==> src/mtf_pkg.sv <==
// Purpose: Constants for the MAC transmit, flow and management config words
// Assumes: Host interface selects config space with address bit 9 set
// Notes:   Reserved bits are masked out on write and read back as zero
package mtf_pkg;
    // Host address decode
    localparam int          ADDR_W       = 10;
    localparam int          CFG_SEL_BIT  = 9;
    localparam int          IDX_HI       = 8;
    localparam int          IDX_LO       = 6;
    localparam logic [2:0]  IDX_TX       = 3'h2;
    localparam logic [2:0]  IDX_FC       = 3'h3;
    localparam logic [2:0]  IDX_MG       = 3'h5;
    localparam int          OP_RD_BIT    = 1;
    // Transmitter word bit positions
    localparam int          TXB_IFG      = 25;
    localparam int          TXB_VLAN     = 27;
    localparam int          TXB_EN       = 28;
    localparam int          TXB_INBAND   = 29;
    localparam int          TXB_JUMBO    = 30;
    localparam int          TXB_RST      = 31;
    // Flow control word bit positions
    localparam int          FCB_RX       = 29;
    localparam int          FCB_TX       = 30;
    // Management word fields
    localparam int          MGB_DIV_HI   = 4;
    localparam int          MGB_DIV_LO   = 0;
    localparam int          MGB_MDIO_EN  = 5;
    // Storable bits and reset values
    localparam logic [31:0] TX_MASK      = 32'h7A00_0000;
    localparam logic [31:0] TX_RESET     = 32'h1000_0000;
    localparam logic [31:0] FC_MASK      = 32'h6000_0000;
    localparam logic [31:0] FC_RESET     = 32'h6000_0000;
    localparam logic [31:0] MG_MASK      = 32'h0000_003F;
    localparam logic [31:0] MG_RESET     = 32'h0000_0000;
    localparam logic [31:0] RD_ANY_MASK  = TX_MASK | FC_MASK | MG_MASK;
    localparam logic [31:0] RD_NONE      = 32'h0000_0000;
endpackage : mtf_pkg

==> src/mtf_cfg.sv <==
// Purpose: Transmitter, flow control and management config word bank
// Assumes: All inputs synchronous to clk_in; one access per cycle
// Notes:   Only the tx word waits for a gap; flow and mgmt act at once
// Operation
// - Gap adjust samples delay at frame start
// - VLAN enable bit, resets to zero
// - Transmit enable defaults one, zero disables
// - In-band FCS: client supplies FCS
// - FCS clear: pad, compute, append FCS
// - Jumbo bit allows over-length frames
// - Reset bit resets transmitter, self-clears
// - Transmitter reset restores config defaults
// - RX flow enable: pause inhibits transmitter
// - RX flow off: pause forwarded, ignored
// - TX flow enable: request sends pause
// - TX flow off: pause request ignored
// - Five-bit management clock divide, resets zero
// - Management enable allows MDIO access
// - Management disabled holds MDIO inactive
// - Transmit config applied only between frames
// - Reset bit acts immediately
// - Read data valid edge after address
`timescale 1ns/10ps
`default_nettype none
module mtf_cfg #(
    parameter int IFG_W = 8                      // Gap delay port width
) (
    input  wire logic                        clk_in,            // 125 MHz
    input  wire logic                        rst_n_in,          // Sync reset
    input  wire logic                        ce_in,             // Clock enable
    input  wire logic [1:0]                  host_opcode_in,    // Op code
    input  wire logic [mtf_pkg::ADDR_W-1:0]  host_addr_in,      // Address
    input  wire logic [31:0]                 host_wr_data_in,   // Write data
    input  wire logic                        host_miim_sel_in,  // MDIO select
    output var  logic [31:0]                 host_rd_data_out,  // Read data
    input  wire logic                        tx_frame_active_in,// In frame
    input  wire logic                        tx_frame_start_in, // Frame start
    input  wire logic [IFG_W-1:0]            tx_ifg_delay_in,   // Extra gap
    input  wire logic                        pause_req_in,      // Pause request
    input  wire logic                        rx_pause_in,       // Pause received
    output var  logic                        tx_ifg_adj_en_out, // Gap adjust on
    output var  logic [IFG_W-1:0]            tx_ifg_delay_out,  // Latched gap
    output var  logic                        tx_vlan_en_out,    // VLAN allowed
    output var  logic                        tx_en_out,         // Tx running
    output var  logic                        tx_fcs_gen_out,    // Make FCS
    output var  logic                        tx_jumbo_en_out,   // Jumbo allowed
    output var  logic                        tx_reset_out,      // Tx reset
    output var  logic                        pause_send_out,    // Send pause
    output var  logic                        tx_inhibit_out,    // Hold tx
    output var  logic                        rx_pause_fwd_out,  // Pass pause up
    output var  logic [4:0]                  mdc_div_out,       // MDC divide
    output var  logic                        mdio_en_out        // MDIO enable
);
    import mtf_pkg::*;

    typedef struct packed {
        logic [31:0]      tx_word;
        logic [31:0]      act_tx;
        logic [31:0]      fc_word;
        logic [31:0]      mg_word;
        logic [31:0]      rd_data;
        logic [IFG_W-1:0] ifg;
        logic             tx_rst;
        logic             pause_send;
        logic             inhibit;
        logic             pause_fwd;
        logic             fcs_gen;
    } mtf_state_t;

    mtf_state_t q;
    mtf_state_t next_q;

    // Access decode
    logic       cfg_sel;
    logic       wr_en;
    logic       rd_en;
    logic [2:0] idx;
    logic       wr_tx;
    logic       tx_rst_req;

    assign cfg_sel = host_addr_in[CFG_SEL_BIT] && !host_miim_sel_in;
    assign idx     = host_addr_in[IDX_HI:IDX_LO];
    assign wr_en   = cfg_sel && !host_opcode_in[OP_RD_BIT];
    assign rd_en   = cfg_sel && host_opcode_in[OP_RD_BIT];
    assign wr_tx   = wr_en && (idx == IDX_TX);
    assign tx_rst_req = wr_tx && host_wr_data_in[TXB_RST];

    // Next state of the whole bank
    always_comb begin
        next_q = q;
        next_q.tx_rst = 1'b0;
        if (wr_tx) begin
            next_q.tx_word = host_wr_data_in & TX_MASK;
        end
        if (wr_en && (idx == IDX_FC)) begin
            next_q.fc_word = host_wr_data_in & FC_MASK;
        end
        if (wr_en && (idx == IDX_MG)) begin
            next_q.mg_word = host_wr_data_in & MG_MASK;
        end
        // hold config while a frame is in flight
        if (!tx_frame_active_in) begin
            next_q.act_tx = q.tx_word;
        end
        // latch gap delay once per frame
        if (tx_frame_start_in && q.act_tx[TXB_IFG]) begin
            next_q.ifg = tx_ifg_delay_in;
        end
        // reset wins at once, mid-frame too
        if (tx_rst_req) begin
            next_q.tx_rst  = 1'b1;
            next_q.tx_word = TX_RESET;
            next_q.act_tx  = TX_RESET;
            next_q.ifg     = '0;
        end
        // FCS generate flag in its own flop, no inverter at the pin
        next_q.fcs_gen = !next_q.act_tx[TXB_INBAND];
        // pause request gated by tx flow enable
        next_q.pause_send = pause_req_in && q.fc_word[FCB_TX];
        next_q.inhibit    = rx_pause_in && q.fc_word[FCB_RX];
        next_q.pause_fwd  = rx_pause_in && !q.fc_word[FCB_RX];
        // read mux, unmapped words read zero
        if (rd_en) begin
            case (idx)
                IDX_TX:  next_q.rd_data = q.tx_word;
                IDX_FC:  next_q.rd_data = q.fc_word;
                IDX_MG:  next_q.rd_data = q.mg_word;
                default: next_q.rd_data = RD_NONE;
            endcase
        end else begin
            next_q.rd_data = RD_NONE;
        end
    end

    // State register; reset wins over a frozen clock enable
    always_ff @(posedge clk_in) begin
        if (!rst_n_in) begin
            q.tx_word    <= TX_RESET;
            q.act_tx     <= TX_RESET;
            q.fc_word    <= FC_RESET;
            q.mg_word    <= MG_RESET;
            q.rd_data    <= RD_NONE;
            q.ifg        <= '0;
            q.tx_rst     <= 1'b0;
            q.pause_send <= 1'b0;
            q.inhibit    <= 1'b0;
            q.pause_fwd  <= 1'b0;
            q.fcs_gen    <= !TX_RESET[TXB_INBAND];
        end else if (ce_in) begin
            q <= next_q;
        end
    end

    // Outputs straight from the state flops
    assign host_rd_data_out  = q.rd_data;
    assign tx_ifg_adj_en_out = q.act_tx[TXB_IFG];
    assign tx_ifg_delay_out  = q.ifg;
    assign tx_vlan_en_out    = q.act_tx[TXB_VLAN];
    assign tx_en_out         = q.act_tx[TXB_EN];
    // FCS made only when client does not supply it
    assign tx_fcs_gen_out    = q.fcs_gen;
    assign tx_jumbo_en_out   = q.act_tx[TXB_JUMBO];
    assign tx_reset_out      = q.tx_rst;
    assign pause_send_out    = q.pause_send;
    assign tx_inhibit_out    = q.inhibit;
    assign rx_pause_fwd_out  = q.pause_fwd;
    assign mdc_div_out       = q.mg_word[MGB_DIV_HI:MGB_DIV_LO];
    // MDIO gate; engine idles its pins while low
    assign mdio_en_out       = q.mg_word[MGB_MDIO_EN];
endmodule : mtf_cfg
`default_nettype wire

==> config.mk <==
export PLATFORM = sky130hd
export DESIGN_NAME = mtf_cfg
export DESIGN_NICKNAME = d
export VERILOG_FILES = /design/src/mtf_pkg.sv /design/src/mtf_cfg.sv
export SDC_FILE = /design/constraint.sdc
export NUM_CORES = 1
export LEC_CHECK = 0
export ABC_AREA = 1
export BUFFER_PORTS_ARGS = -buffer_cell sky130_fd_sc_hd__buf_2
export CAP_MARGIN = 20
export CELL_PAD_IN_SITES_DETAIL_PLACEMENT = 0
export CELL_PAD_IN_SITES_GLOBAL_PLACEMENT = 1
export CORE_AREA = 2 2 90 92
export DETAILED_ROUTE_END_ITERATION = 7
export DIE_AREA = 0 0 92 94
export PLACE_DENSITY_LB_ADDON = 0.12
export SETUP_SLACK_MARGIN = 0.5
export SYNTH_ARGS = -nofsm -noshare
export SYNTH_HDL_FRONTEND = slang
export SYNTH_SLANG_ARGS = --single-unit
==> constraint.sdc <==
create_clock -name clk_in -period 1.25 [get_ports clk_in]
set_clock_uncertainty 0.2 [all_clocks]
set_input_delay 0.1875 -clock clk_in [delete_from_list [all_inputs] [get_ports clk_in]]
set_output_delay 0.1875 -clock clk_in [all_outputs]
set_load 0.01 [all_outputs]
==> reports/qor.yml <==
status: "finished with violations"
violations: "negative hold slack"
syn_area_mm2: 0.00209
rsz0062_at_grt: "yes"
clockBufferDepth: 2
fmax_ghz: 0.874
crit_path_max_incr_delay_ns: 0.36
grt_pass1_wl_mm: 8.67
path_class: "reg -> out"
die_h_um: 94
h-tree-depth: 2
cts_tree: "built"
layout.nets: 397
avgRoutedWirePerCell_um: 12.5
drive_above_1_share_pct: 64.2
cts_root_buf: "clkbuf_8"
worstPathArrival_ns: 0.76
gp_congestion: 0.709
worst-path-buf-inv: 1
synth_top_area_cell: "dfxtp_1"
fillers: 816
drtPass1Iterations: 4
syn2layout_area_growth_pct: 55.2
power.switching_uw: 696
num_antenna_cells: 0
grt.total_usage_pct: 12.9
cpLargestDelayFamily: "flip-flops"
grt_max_degree: 16
comb_power_share_pct: 14.7
via_count: 1863
pwr_density_cell_mw_per_mm2: 823
hold_class: "in -> reg"
leakagePower_uw: 0.00132
seq_area_frac_synth_pct: 40.2
clockPowerShare_pct: 34.3
internal_power_uw: 1980
finalSetupViolations: 0
grt_pass1_vias: 1665
wl_mm: 5.48
ir_drop_v: 0.000367
initial_core_util_pct: 27.5
regArea_um2: 888
core_area_mm2: 0.00761
cp-end-kind: "primary output"
power_uw: 2670
swShare_pct: 26.0
port_buffers: 66
overflow: 0
ys_ff_latch: 42
whs_ns: -0.0590
hpwl_mm: 3.89
path_max_fanout: 3
syn_inst: 259
die_w_um: 92
drv_slew: 0
die_area_mm2: 0.00865
critPathLaunchType: "register"
drv_cap: 0
clock_latency_ns: 0.29
postLayoutCoreUtil_pct: 42.7
critical_path_required_ns: 0.86
drt-initial-drc-count: 24
synth_top_area_share_pct: 40.2
multi_input_area_mm2: 0.00112
numCtsBuffers: 5
numClockSinks: 42
critPathSlowestCell: "dfxtp_2"
postRouteAntennaNets: 0
pwr-share-seq_pct: 51.0
drc: 0
antenna_found_initial: 0
synth_cell_types: 30
yosysWarnings: 0
io_pins: 115
vias_per_cell: 4.23
synth_area_per_cell_um2: 8.08
period_needed_ns: 1.14
path_cells: "buf_6"
hold_violations: 23
rows: 32
synth_area_leaders: "dfxtp_1 (40%), buf_4 (16%), nand2_1 (7.4%)"
post-route-period-util_pct: 91.5
clk_transition_reported_paths_ns: 0.08
[synthesized netlist by cell type (all sizes together)]
| master | instances |
|---|---|
| buf | 50 |
| nand2 | 43 |
| dfxtp | 42 |
| a21oi | 32 |
| nand3 | 32 |
| nor2 | 23 |
| inv | 13 |
| o21ai | 10 |
| nand4 | 6 |
| clkbuf | 2 |
| o211ai | 2 |
| clkinv | 1 |
| conb | 1 |
| nor3 | 1 |
| o2111ai | 1 |
[per-layer routing]
metal | wire (µm) | track usage [%]
met3 | 218 | 3.21
met1 | 2550 | 17.5
met4 | 49 | 3.36
met5 | 0 | 0
met2 | 2660 | 20.6
[per-stage QoR]
step | hold slack, ns | area, µm² | setup WS, ns | setup TNS (ns) | cells
after floorplan | 0.101 | 2330 | 0.0585 | 0 | 279
after global placement | 0.220 | 2440 | -0.142 | -2.32 | 411
after detailed placement | 0.222 | 2440 | -0.149 | -2.81 | 411
after CTS | -0.0847 | 3070 | 0.0913 | 0 | 436
after global routing | -0.0692 | 3250 | 0.0660 | 0 | 440
final | -0.0590 | 3250 | 0.106 | 0 | 440
[power groups by stage]
| stage | logic, µW | registers (µW) | clock network [µW] |
|---|---|---|---|
| after floorplan | 195 | 1390 | 0 |
| after global placement | 288 | 1390 | 0 |
| after detailed placement | 288 | 1390 | 0 |
| after CTS | 369 | 1360 | 959 |
| after global routing | 427 | 1360 | 1020 |
| final | 393 | 1360 | 917 |
[layout by cell type (no fill, tap or decap), drive strengths merged]
cell type and count:
clkinv 1, o2111ai 1, conb 21, o21ai 10, nand4 6, nand2 44, a21oi 32, nand3 32
nor2 23, nor3 1, clkinvlp 1, clkbuf 7, buf 102, dfxtp 42, o211ai 2, inv 13
[logic make-up (layout without fill, tap and decap cells)]
logic type / Yosys count / after routing / share of synthesized area, %
and+or+nand+nor: 105 / 106 / 26.7
AOI/OAI and AO/OA: 45 / 45 / 11.5
buffers and inverters: 66 / 124 / 21.5
other: 1 / 21 / 0.179
DFF: 42 / 42 / 40.2
[flip-flops by register name, indices dropped and copies added (netlist names), 5 cells and up]
| signal | flops |
|---|---|
| tx_ifg_delay_out | 8 |
| mdc_div_out | 5 |
| q | 8 |
| host_rd_data_out | 11 |
[worst paths after layout]
path,startpoint,to,slack (ns),depth (start not counted)
max,tx_ifg_adj_en_out,tx_ifg_adj_en_out,0.11,1
max reg2reg,tx_ifg_adj_en_out,tx_ifg_delay_out[5],0.15,4
min,host_wr_data_in[30],q[107],-0.06,3
min reg2reg,q[170],q[170],0.27,2
[area by class of cell]
| type | instances | share of cell area, % |
|---|---|---|
| multi-input combinational | 172 | 34.5 |
| timing repair buffer | 102 | 28.5 |
| sequential | 42 | 27.3 |
| tap | 102 | 3.93 |
| inverter | 14 | 2.89 |
| clock buffer | 7 | 2.66 |
| clock inverter | 1 | 0.154 |
[tightest hold or removal path, stage by stage]
cell and delay, ns:
buf_2 0.11, nand2_2 0.05, nand3_2 0.05
[what timing repair did]
item	in CTS	in global routing
gates cloned	2	0
gates resized for setup	99	41
buffers inserted	15	4
setup endpoints to repair	76	76
hold endpoints to repair	23	22
pin swaps	12	18
Note: power is estimated with default switching activity, not from simulation.
